--- src/verilog/rrb_defines.vh ---
// register offsets, field positions and reset values of the receive ring dma
// assumes inclusion by bare name from the design files
`ifndef RRB_DEFINES_VH
`define RRB_DEFINES_VH

// register offsets on the plain register port
`define RRB_OFF_RING_FIRST   4'h0
`define RRB_OFF_RING_END     4'h1
`define RRB_OFF_WRITE_PTR    4'h2
`define RRB_OFF_PROTECT_PTR  4'h3
`define RRB_OFF_EXTENSION    4'h4
`define RRB_OFF_INT_FLAGS    4'h5
`define RRB_OFF_INT_MASK     4'h6
`define RRB_OFF_RX_RESULT    4'h7
`define RRB_OFF_UPPER_CTRL   4'h8

// field positions
`define RRB_EXT_LIST_MODE    0
`define RRB_INT_OVERWRITE    0
`define RRB_INT_RECEIVED     1
`define RRB_RES_RECEIVED_OK  0
`define RRB_RES_MISSED_FRAME 4
`define RRB_UBR_RING_EMPTY   2

// reset values
`define RRB_RST_PAGE         8'h00
`define RRB_RST_BYTE         8'h00

// buffer layout: header bytes precede data in the first page
`define RRB_HDR_LEN          8'h04
`define RRB_HDR_STATUS       2'h0
`define RRB_HDR_NEXT_PAGE    2'h1
`define RRB_HDR_COUNT_LO     2'h2
`define RRB_HDR_COUNT_HI     2'h3

`endif

--- src/verilog/rrb_dma.v ---
// receive ring-of-pages dma: stores mac frames into 256-byte pages of buffer ram
// assumes a mac on the same clock giving start, byte and end strobes, an 8-bit ram
// write port that never stalls, and host software on a plain register port
//
// How it works
// - list mode bit selects ring or list
// - frames go into circular 256-byte pages
// - first page starts ring, end page excluded
// - four-byte header opens each frame's page
// - header: status, next page, count low, high
// - reaching end page wraps to first page
// - frames span many pages, up to 254
// - write pointer names frame start or next
// - write pointer advances only at frame end
// - protect pointer names page not overwritten unless ring empty
// - opening protected page aborts, flags overwrite, missed
// - equal pointers: last updater decides full/empty
// - pointers outside ring give no guarantee
// - ring empty status bit readable at bit 2
`timescale 1ns/10ps
`include "rrb_defines.vh"

module rrb_dma (
    input  wire        ref_clk_in,
    input  wire        rst_in,
    // register port
    input  wire [3:0]  reg_addr_in,
    input  wire [7:0]  reg_wdata_in,
    input  wire        reg_wr_in,
    input  wire        reg_rd_in,
    output reg  [7:0]  reg_rdata_out,
    // mac receive stream, same clock
    input  wire        rx_start_in,
    input  wire        rx_byte_valid_in,
    input  wire [7:0]  rx_byte_in,
    input  wire        rx_end_in,
    input  wire [7:0]  rx_status_in,
    output wire        rx_abort_out,
    // buffer ram write port
    output reg         mem_wr_out,
    output reg  [15:0] mem_addr_out,
    output reg  [7:0]  mem_data_out,
    // mode and interrupt
    output wire        list_mode_select_out,
    output wire        irq_out
);

    // =====================================================================
    // states
    localparam [1:0] ST_IDLE  = 2'd0;
    localparam [1:0] ST_STORE = 2'd1;
    localparam [1:0] ST_HDR   = 2'd2;
    localparam [1:0] ST_DROP  = 2'd3;

    // =====================================================================
    // registers
    reg  [7:0]  ring_first_page_q;
    reg  [7:0]  ring_end_page_q;
    reg  [7:0]  write_page_pointer_q;
    reg  [7:0]  protect_page_q;
    reg  [7:0]  extension_register_q;
    reg  [1:0]  int_flags_q;
    reg  [1:0]  int_mask_q;
    reg  [7:0]  rx_result_q;
    reg         host_last_q;          // host touched a pointer after the dma did
    reg  [1:0]  state_q;
    reg  [7:0]  page_q;
    reg  [7:0]  offset_q;
    reg         need_open_q;
    reg  [15:0] count_q;
    reg  [1:0]  hdr_idx_q;
    reg  [7:0]  status_q;
    reg  [7:0]  next_page_q;
    reg         abort_q;

    // =====================================================================
    // page arithmetic
    // next page in the ring; the end page itself is returned only when it equals the first page
    function [7:0] ring_next;
        input [7:0] page;
        input [7:0] first;
        input [7:0] last_excl;
        reg   [7:0] inc;
        begin
            // a page outside the ring just counts up, wrapping past 8'hff, until it meets the end page,
            // so frames stored from there land wherever the count leads
            inc = page + 8'h01;
            ring_next = (inc == last_excl) ? first : inc;
        end
    endfunction

    wire list_mode  = extension_register_q[`RRB_EXT_LIST_MODE];
    wire ptr_equal  = (protect_page_q == write_page_pointer_q);
    // equal pointers alone are ambiguous; host_last_q breaks the tie
    wire ring_empty = ptr_equal & host_last_q;
    wire ring_full  = ptr_equal & ~host_last_q;
    wire host_wr_write_ptr   = reg_wr_in && (reg_addr_in == `RRB_OFF_WRITE_PTR);
    wire host_wr_protect_ptr = reg_wr_in && (reg_addr_in == `RRB_OFF_PROTECT_PTR);

    // a page about to be opened that the protect pointer guards; a protect
    // pointer outside the ring matches only pages reached from a write pointer outside it
    wire open_blocked = need_open_q && (page_q == protect_page_q);
    wire start_go     = rx_start_in && !list_mode;
    wire start_block  = ring_full;
    wire overwrite_event = (state_q == ST_IDLE && start_go && start_block) ||
                        (state_q == ST_STORE && rx_byte_valid_in && open_blocked);
    wire done_event   = (state_q == ST_HDR) && (hdr_idx_q == `RRB_HDR_COUNT_HI);

    assign rx_abort_out         = abort_q;
    assign list_mode_select_out = list_mode;
    assign irq_out              = |(int_flags_q & int_mask_q);

    // =====================================================================
    // frame engine: data bytes then header, pointer moves only at the end
    always @(posedge ref_clk_in or posedge rst_in) begin
        if (rst_in) begin
            state_q      <= ST_IDLE;
            page_q       <= `RRB_RST_PAGE;
            offset_q     <= `RRB_RST_BYTE;
            need_open_q  <= 1'b0;
            count_q      <= 16'h0000;
            hdr_idx_q    <= 2'b00;
            status_q     <= `RRB_RST_BYTE;
            next_page_q  <= `RRB_RST_PAGE;
            abort_q      <= 1'b0;
            mem_wr_out   <= 1'b0;
            mem_addr_out <= 16'h0000;
            mem_data_out <= 8'h00;
        end else begin
            mem_wr_out <= 1'b0;
            abort_q    <= 1'b0;
            case (state_q)
                ST_IDLE: begin
                    if (start_go) begin
                        if (start_block) begin
                            abort_q <= 1'b1;
                            state_q <= ST_DROP;
                        end else begin
                            page_q      <= write_page_pointer_q;
                            offset_q    <= `RRB_HDR_LEN;
                            need_open_q <= 1'b0;
                            count_q     <= 16'h0000;
                            state_q     <= ST_STORE;
                        end
                    end
                end
                ST_STORE: begin
                    if (rx_byte_valid_in) begin
                        if (open_blocked) begin
                            // protected page left untouched
                            abort_q <= 1'b1;
                            state_q <= rx_end_in ? ST_IDLE : ST_DROP;
                        end else begin
                            mem_wr_out   <= 1'b1;
                            mem_addr_out <= {page_q, offset_q};
                            mem_data_out <= rx_byte_in;
                            offset_q     <= offset_q + 8'h01;
                            count_q      <= count_q + 16'h0001;
                            need_open_q  <= (offset_q == 8'hff);
                            if (offset_q == 8'hff) begin
                                page_q <= ring_next(page_q, ring_first_page_q,
                                                    ring_end_page_q);
                            end
                        end
                    end
                    // an end strobe beside a blocked byte was already aborted above
                    if (rx_end_in && !(rx_byte_valid_in && open_blocked)) begin
                        status_q  <= rx_status_in;
                        hdr_idx_q <= `RRB_HDR_STATUS;
                        // page after the last one holding a byte of this frame; a last byte that opens a page beside the end strobe gives that page itself
                        if (rx_byte_valid_in && offset_q == 8'hff) begin
                            next_page_q <= ring_next(page_q, ring_first_page_q,
                                                     ring_end_page_q);
                        end else if (need_open_q) begin
                            next_page_q <= page_q;
                        end else begin
                            next_page_q <= ring_next(page_q, ring_first_page_q,
                                                     ring_end_page_q);
                        end
                        state_q <= ST_HDR;
                    end
                end
                ST_HDR: begin
                    // header goes to the frame's start page, byte by byte
                    mem_wr_out   <= 1'b1;
                    mem_addr_out <= {write_page_pointer_q, 6'b000000, hdr_idx_q};
                    case (hdr_idx_q)
                        `RRB_HDR_STATUS:    mem_data_out <= status_q;
                        `RRB_HDR_NEXT_PAGE: mem_data_out <= next_page_q;
                        `RRB_HDR_COUNT_LO:  mem_data_out <= count_q[7:0];
                        default:            mem_data_out <= count_q[15:8];
                    endcase
                    hdr_idx_q <= hdr_idx_q + 2'b01;
                    if (hdr_idx_q == `RRB_HDR_COUNT_HI) begin
                        state_q <= ST_IDLE;
                    end
                end
                ST_DROP: begin
                    // rest of an aborted frame is discarded
                    // the mac keeps sending until its end strobe; nothing reaches memory
                    if (rx_end_in) begin
                        state_q <= ST_IDLE;
                    end
                end
                default: begin
                    state_q <= ST_IDLE;
                end
            endcase
        end
    end

    // =====================================================================
    // ring limits, pointers and mode
    always @(posedge ref_clk_in or posedge rst_in) begin
        if (rst_in) begin
            ring_first_page_q    <= `RRB_RST_PAGE;
            ring_end_page_q      <= `RRB_RST_PAGE;
            write_page_pointer_q <= `RRB_RST_PAGE;
            protect_page_q       <= `RRB_RST_PAGE;
            extension_register_q <= `RRB_RST_BYTE;
            int_mask_q           <= 2'b00;
            host_last_q          <= 1'b1;
        end else begin
            if (reg_wr_in) begin
                case (reg_addr_in)
                    `RRB_OFF_RING_FIRST: ring_first_page_q    <= reg_wdata_in;
                    `RRB_OFF_RING_END:   ring_end_page_q      <= reg_wdata_in;
                    `RRB_OFF_EXTENSION:  extension_register_q <= reg_wdata_in;
                    `RRB_OFF_INT_MASK:   int_mask_q           <= reg_wdata_in[1:0];
                    default: begin
                    end
                endcase
            end
            // illegal ring limits (end on first or first+1) are not trapped here
            // the dma update at frame end outranks a host write in the same cycle
            if (done_event) begin
                write_page_pointer_q <= next_page_q;
            end else if (host_wr_write_ptr) begin
                write_page_pointer_q <= reg_wdata_in;
            end
            if (host_wr_protect_ptr) begin
                protect_page_q <= reg_wdata_in;
            end
            // whoever moved a pointer last decides full against empty
            if (done_event) begin
                host_last_q <= 1'b0;
            end else if (host_wr_protect_ptr || host_wr_write_ptr) begin
                host_last_q <= 1'b1;
            end
        end
    end

    // =====================================================================
    // sticky flags: a set in the clearing cycle survives
    always @(posedge ref_clk_in or posedge rst_in) begin
        if (rst_in) begin
            int_flags_q <= 2'b00;
            rx_result_q <= `RRB_RST_BYTE;
        end else begin
            if (reg_wr_in && reg_addr_in == `RRB_OFF_INT_FLAGS) begin
                int_flags_q <= (int_flags_q & ~reg_wdata_in[1:0]) |
                               {done_event, overwrite_event};
            end else begin
                int_flags_q <= int_flags_q | {done_event, overwrite_event};
            end
            // the result byte holds only the latest outcome, older ones are lost
            if (overwrite_event) begin
                rx_result_q <= 8'h01 << `RRB_RES_MISSED_FRAME;
            end else if (done_event) begin
                rx_result_q <= 8'h01 << `RRB_RES_RECEIVED_OK;
            end
        end
    end

    // =====================================================================
    // read port: data stand in the cycle after the strobe
    always @(posedge ref_clk_in or posedge rst_in) begin
        if (rst_in) begin
            reg_rdata_out <= 8'h00;
        end else if (reg_rd_in) begin
            case (reg_addr_in)
                `RRB_OFF_RING_FIRST:  reg_rdata_out <= ring_first_page_q;
                `RRB_OFF_RING_END:    reg_rdata_out <= ring_end_page_q;
                `RRB_OFF_WRITE_PTR:   reg_rdata_out <= write_page_pointer_q;
                `RRB_OFF_PROTECT_PTR: reg_rdata_out <= protect_page_q;
                `RRB_OFF_EXTENSION:   reg_rdata_out <= extension_register_q;
                `RRB_OFF_INT_FLAGS:   reg_rdata_out <= {6'b000000, int_flags_q};
                `RRB_OFF_INT_MASK:    reg_rdata_out <= {6'b000000, int_mask_q};
                `RRB_OFF_RX_RESULT:   reg_rdata_out <= rx_result_q;
                `RRB_OFF_UPPER_CTRL:  reg_rdata_out <= {5'b00000, ring_empty, 2'b00};
                default:              reg_rdata_out <= 8'h00;
            endcase
        end else begin
            // idle cycles read zero so a stale value cannot pass for fresh data
            reg_rdata_out <= 8'h00;
        end
    end

endmodule // rrb_dma

--- config.mk ---
export PLATFORM = sky130hd
export DESIGN_NAME = rrb_dma
export DESIGN_NICKNAME = d
export VERILOG_FILES = /design/src/verilog/rrb_dma.v
export VERILOG_INCLUDE_DIRS = /design/src /design/src/verilog
export SDC_FILE = /design/constraint.sdc
export NUM_CORES = 1
export LEC_CHECK = 0
export ABC_AREA = 1
export BUFFER_PORTS_ARGS = -buffer_cell sky130_fd_sc_hd__buf_2
export CAP_MARGIN = 15
export CORE_MARGIN = 1
export CORE_UTILIZATION = 26
export DETAILED_ROUTE_END_ITERATION = 10
export HOLD_SLACK_MARGIN = 0.05
export PLACE_DENSITY_LB_ADDON = 0.25
export RECOVER_POWER = 100
export SLEW_MARGIN = 40
export SYNTH_ARGS = -nofsm -noshare
export SYNTH_HDL_FRONTEND = slang
export SYNTH_SLANG_ARGS = --single-unit
--- constraint.sdc ---
create_clock -name ref_clk_in -period 6.28 [get_ports ref_clk_in]
set_input_delay 0.628 -clock ref_clk_in [delete_from_list [all_inputs] [get_ports ref_clk_in]]
set_output_delay 0.628 -clock ref_clk_in [all_outputs]
set_load 0.02 [all_outputs]
==> flow_summary.json, run 1 <==
{
  "status": "finished, violations left",
  "violations": "capacitance limit, slew limit",
  "grt_use_total": 0.158,
  "tritoncts": "built",
  "postPlaceCellArea_mm2": 0.00827,
  "area_growth_pct": 14.8,
  "worstPathMaxFanout": 32,
  "syn_nets": 1056,
  "io-pin-count": 71,
  "fp.dieW_um": 173,
  "grtUsageMet3": 0.0301,
  "gr-usage-met2": 0.244,
  "irDropWorstVdd_uv": 218,
  "powerDensity_mw_per_mm2": 424,
  "drc": 0,
  "io_buffers": 70,
  "end_kind": "flop",
  "fin_ws_ps": 2190,
  "setup_viol": 0,
  "yosysUniqueCellTypes": 43,
  "grt_overflow_total": 0,
  "insertion_delay_ps": 420,
  "synth-seq-area-share": 0.441,
  "ys.warnings.count": 0,
  "worst_pin_slew_ps": 3430,
  "grt_pass1_vias": 6638,
  "postRouteAntennaNets": 0,
  "coreArea_mm2": 0.0288,
  "asyncSetResetFlopFracSynth": 1.00,
  "grt_pass1_wl_um": 36900,
  "final_cell_mix": "nand2_1 (331), dfrtp_1 (133), inv_1 (101)",
  "cts.sinks": 134,
  "utilization": 0.304,
  "slew_violations": 76,
  "hold_ws_ps": 427,
  "tns_ps": 0,
  "synthFlopType": "dfrtp_1",
  "antenna_found_initial": 2,
  "syn-cell-area_mm2": 0.00761,
  "cts_buffer_depth": 2,
  "viasPerCell": 4.57,
  "drt-pass1-iter-count": 5,
  "rows": 62,
  "arrival_ps": 4400,
  "grt_busiest_layer": "met2",
  "clk_pin_slew_ps": 60,
  "vias": 6687,
  "cap_viol_max_count": 1,
  "synth.avg_cell_area_um2": 7.54,
  "grt_max_degree": 76,
  "wl_um": 22900,
  "fmax_mhz": 244,
  "rsz0062_at_grt": "false",
  "wl_per_cell_um": 15.6,
  "maxSlewHeadroom": -1.30,
  "critPathKind": "flop to flop",
  "finalPower_mw": 3.70,
  "cts_buffers": 17,
  "drt_iter0_drc": 464,
  "synth_seq_cells": 134,
  "cts-htree-levels": 4,
  "fin_crit_ps": 4090,
  "clockRootBuffer": "clkbuf_16",
  "layout_commonest_cell": "nand2_1",
  "startpoint_type": "flop",
  "dp_slack_ps": 3610,
  "gp_congestion": 0.892,
  "hpwl_um": 17000,
  "hold_buffers": 0,
  "post_cts_resize_count": 0,
  "place_inst": 1432,
  "met1_usage": 0.218,
  "nNetsFinal": 1113,
  "cts_setup_buffers": 0,
  "synth-edff-count": 0,
  "die-area_mm2": 0.0300,
  "start_util": 0.265,
  "top_regs": "count_q x16, mem_addr_out x16",
  "drive_gt1_frac": 0.0880,
  "min_path_type": "primary input to flop",
  "skew_ps": 6.70,
  "fin_cells": 1464,
  "cellLeakagePower_nw": 4.19,
  "die_y_um": 173,
  "fin_area_mm2": 0.00874,
  "fin_crit_sh": 0.652,
  "synth_cells": 1010,
  "worst_ep_required_time_ps": 6590,
  "hold_viol_final": 0
}
-- power by group --
group          internal, mW  switching (mW)  leakage, nW
logic                 0.396           0.959         2.18
registers              1.09           0.233         1.72
clock network         0.643           0.379        0.283
total                  2.13            1.57         4.19
-- layout make-up --
cell class | count | area [µm²]
clock buffers | 23 | 468
well taps | 384 | 480
repair buffers | 74 | 324
fillers | 3155 | 20000
multi-input cells | 733 | 3580
flip-flops and latches | 134 | 3350
diodes | 1 | 2.50
inverters | 107 | 403
clock inverters | 8 | 124
-- final timing paths --
| path | start | to | slack (ps) | cells after the start |
|---|---|---|---|---|
| min in group asynchronous | rst_in | rx_abort_out | 1210 | 2 |
| worst max register to register | state_q[1] | mem_addr_out[13] | 2190 | 10 |
| worst min-delay path | reg_rd_in | reg_rdata_out[0] | 430 | 3 |
| worst min register to register | mem_addr_out[1] | mem_addr_out[1] | 480 | 2 |
| max in group asynchronous | rst_in | count_q[10] | 3430 | 3 |
| worst max-delay path | state_q[1] | mem_addr_out[13] | 2190 | 10 |
-- synthesized netlist by cell type (6+ instances only) --
cell      count  area (µm²)
nand2_1     326        1220
dfrtp_1     133        3330
inv_1       100         375
nor2_1       85         319
o21ai_0      74         370
nand3_1      66         330
xor2_1       25         219
o21ai_1      24         120
clkbuf_1     17        63.8
a21oi_1      16        80.1
nand3_2      12         120
ha_1         11         138
nand4_1      11        68.8
nand2_2       9        56.3
o22ai_1       9        56.3
o211ai_1      8        60.1
a211oi_1      7        52.6
buf_2         7        35.0
inv_2         7        26.3
nor2_2        7        43.8
nor3_1        7        35.0
a221oi_1      6        52.6
buf_4         6        45.0
buf_6         6        67.6
xnor2_1       6        52.6
-- critical path, cell delays in order, from the launching register on --
cell	delay, ps
dfrtp_1	410
inv_1	100
ha_1	160
clkbuf_1	900
inv_1	730
nand2_1	330
nand2_2	70
nand2_1	820
inv_2	260
nand2_1	140
nand2_1	60
-- logic make-up after synthesis --
logic type / count (synthesis) / synth area share
and+or+nand+nor: 538 / 0.311
AOI/OAI and AO/OA: 153 / 0.114
buffers and inverters: 143 / 0.0805
DFF: 134 / 0.441
xor gates and xnor gates: 31 / 0.0357
adders and majority gates: 11 / 0.0181
-- layer usage --
metal | part of all wire | vias to the layer above
met5 | 0.00044 | -
met4 | 0.028 | 2
met3 | 0.040 | 33
met2 | 0.45 | 156
met1 | 0.48 | 3142
li1 | - | 3354
(Power assumes the default switching activity.)
==> run 2, diff against run 1 <==
==> constraint.sdc (replaced) <==
create_clock -name ref_clk_in -period 3.5 [get_ports ref_clk_in]
set_input_delay 0.35 -clock ref_clk_in [delete_from_list [all_inputs] [get_ports ref_clk_in]]
set_output_delay 0.35 -clock ref_clk_in [all_outputs]
set_load 0.02 [all_outputs]
==> flow_summary.json, run 2 (synthesis results as in run 1) <==
{
  "powerDensity_mw_per_mm2": 766,
  "grt_use_total": 0.158,
  "drt_iter0_drc": 430,
  "rsz0062_at_grt": "false",
  "clockRootBuffer": "clkbuf_16",
  "clk_pin_slew_ps": 60,
  "status": "finished, violations left",
  "arrival_ps": 3190,
  "insertion_delay_ps": 440,
  "post_cts_resize_count": 0,
  "violations": "capacitance limit, slew limit",
  "fin_crit_sh": 0.827,
  "cp.depth": 8,
  "grt_overflow_total": 0,
  "grt_pass1_vias": 6768,
  "io-pin-count": 71,
  "cellLeakagePower_nw": 4.21,
  "postRouteAntennaNets": 0,
  "wl_per_cell_um": 15.4,
  "grt_pass1_wl_um": 37000,
  "start_util": 0.265,
  "area_growth_pct": 15.5,
  "r2r.worst_path.cells": 8,
  "worst_ep_required_time_ps": 3800,
  "tritoncts": "built",
  "min_to": "reg_rdata_out[0]",
  "fin_ws_ps": 607,
  "cap_viol_max_count": 2,
  "skew_ps": 9.99,
  "slew_violations": 99,
  "startpoint_type": "flop",
  "cts-htree-levels": 4,
  "min_path_type": "primary input to flop",
  "viasPerCell": 4.60,
  "worstPathMaxFanout": 23,
  "cts.sinks": 134,
  "dp_slack_ps": 859,
  "setup_viol": 0,
  "hpwl_um": 17000,
  "vias": 6752,
  "fmax_mhz": 346,
  "cp-startpoint": "state_q[0]",
  "crit_path_frequent_cell": "nand2_1",
  "drt-pass1-iter-count": 6,
  "antenna_found_initial": 0,
  "hold_buffers": 1,
  "wl_met2_um": 10400,
  "drive_gt1_frac": 0.0970,
  "reg2reg_to": "write_page_pointer_q[6]",
  "whs_path_depth": 3,
  "wl_um": 22600,
  "wl_met1_um": 11100,
  "worst_pin_slew_ps": 1720,
  "irDropWorstVdd_uv": 399,
  "top_regs": "count_q x16, mem_addr_out x16",
  "cts_buffers": 17,
  "nNetsFinal": 1116,
  "hold_start": "reg_rd_in",
  "reg2reg_slack_ps": 610,
  "grt_max_degree": 69,
  "die_y_um": 173,
  "cts_setup_buffers": 0,
  "drc": 0,
  "layout_commonest_cell": "nand2_1",
  "fillerInstances": 3126,
  "maxSlewHeadroom": -0.148,
  "rows": 62,
  "critical_path_buf_inv_count": 3,
  "critical_path.cell_chain": "inv_1 > ha_1 > clkbuf_2 > nand2_1 > clkbuf_1 > nand2_1 > o211ai_1 > o21ai_0",
  "cts_buffer_depth": 2,
  "tns_ps": 0,
  "crit_path_max_incr_delay_ps": 820,
  "cp_slowest_cell": "clkbuf_1",
  "critPathKind": "flop to flop",
  "die-area_mm2": 0.0300,
  "antennaDiodeCount": 0,
  "io_buffers": 70,
  "coreArea_mm2": 0.0288,
  "fin_crit_ps": 2890,
  "crit_family": "buffers and inverters",
  "regToRegStartpoint": "state_q[0]",
  "wl_met3_um": 769,
  "end_kind": "flop",
  "final_cell_mix": "nand2_1 (328), dfrtp_1 (133), inv_1 (100)",
  "register_area_mm2": 0.00335,
  "gp_congestion": 0.883,
  "hold_viol_final": 0,
  "multiInputGateArea_mm2": 0.00360,
  "top_layer": "met4",
  "fp.dieW_um": 173
}
## run 2: cell types whose count changed in the layout (fill, tap and decap cells not counted), moves of 2 or more
cell / delta
clkbuf_1: -4
inv_6: +4
clkinvlp_4: +3
nand2_1: -3
clkbuf_2: +2
clkinv_2: -2
nand2_2: +2
## run 2: worst register-to-register path: stages (launching register included)
cell,delay [ps]
dfrtp_1,390
inv_1,80
ha_1,210
clkbuf_2,320
nand2_1,430
clkbuf_1,820
nand2_1,230
o211ai_1,160
o21ai_0,110
## run 2: how the worst max path moves through the flow
stage,slack (ps),endpoint
floorplan,1490,count_q[0]
CTS,840,mem_addr_out[15]
finish,610,write_page_pointer_q[6]
global route,300,hdr_idx_q[0]
global placement,930,mem_addr_out[13]
detailed placement,860,mem_addr_out[15]
## run 2: where the power goes
part | total, mW | internal (mW) | switching [mW]
logic | 2.44 | 0.725 | 1.71
registers | 2.38 | 1.96 | 0.426
clock network | 1.92 | 1.15 | 0.768
total | 6.74 | 3.83 | 2.91
## run 2: cell type report
class	instances	area share
multi-input combinational	733	0.409
sequential	134	0.381
tap	384	0.0546
clock inverter	13	0.0195
clock buffer	19	0.0504
timing repair buffer	77	0.0388
inverter	107	0.0458
## run 2: metrics by stage
stage,total power [mW],cell area (µm²),utilization,cells,hold slack [ps]
after floorplan,4.28,7620,-,1010,442
after global placement,4.93,8300,0.288,1434,376
after global routing,7.25,8790,0.306,1467,143
after detailed placement,4.95,8300,0.288,1434,374
final,6.74,8790,0.306,1467,141
after CTS,6.89,8920,0.310,1467,129
## run 2: routing by layer
metal,GRT usage,up-vias
met3,0.0246,29
met5,0,-
li1,-,3375
met1,0.217,3204
met4,0.0564,0
met2,0.251,144
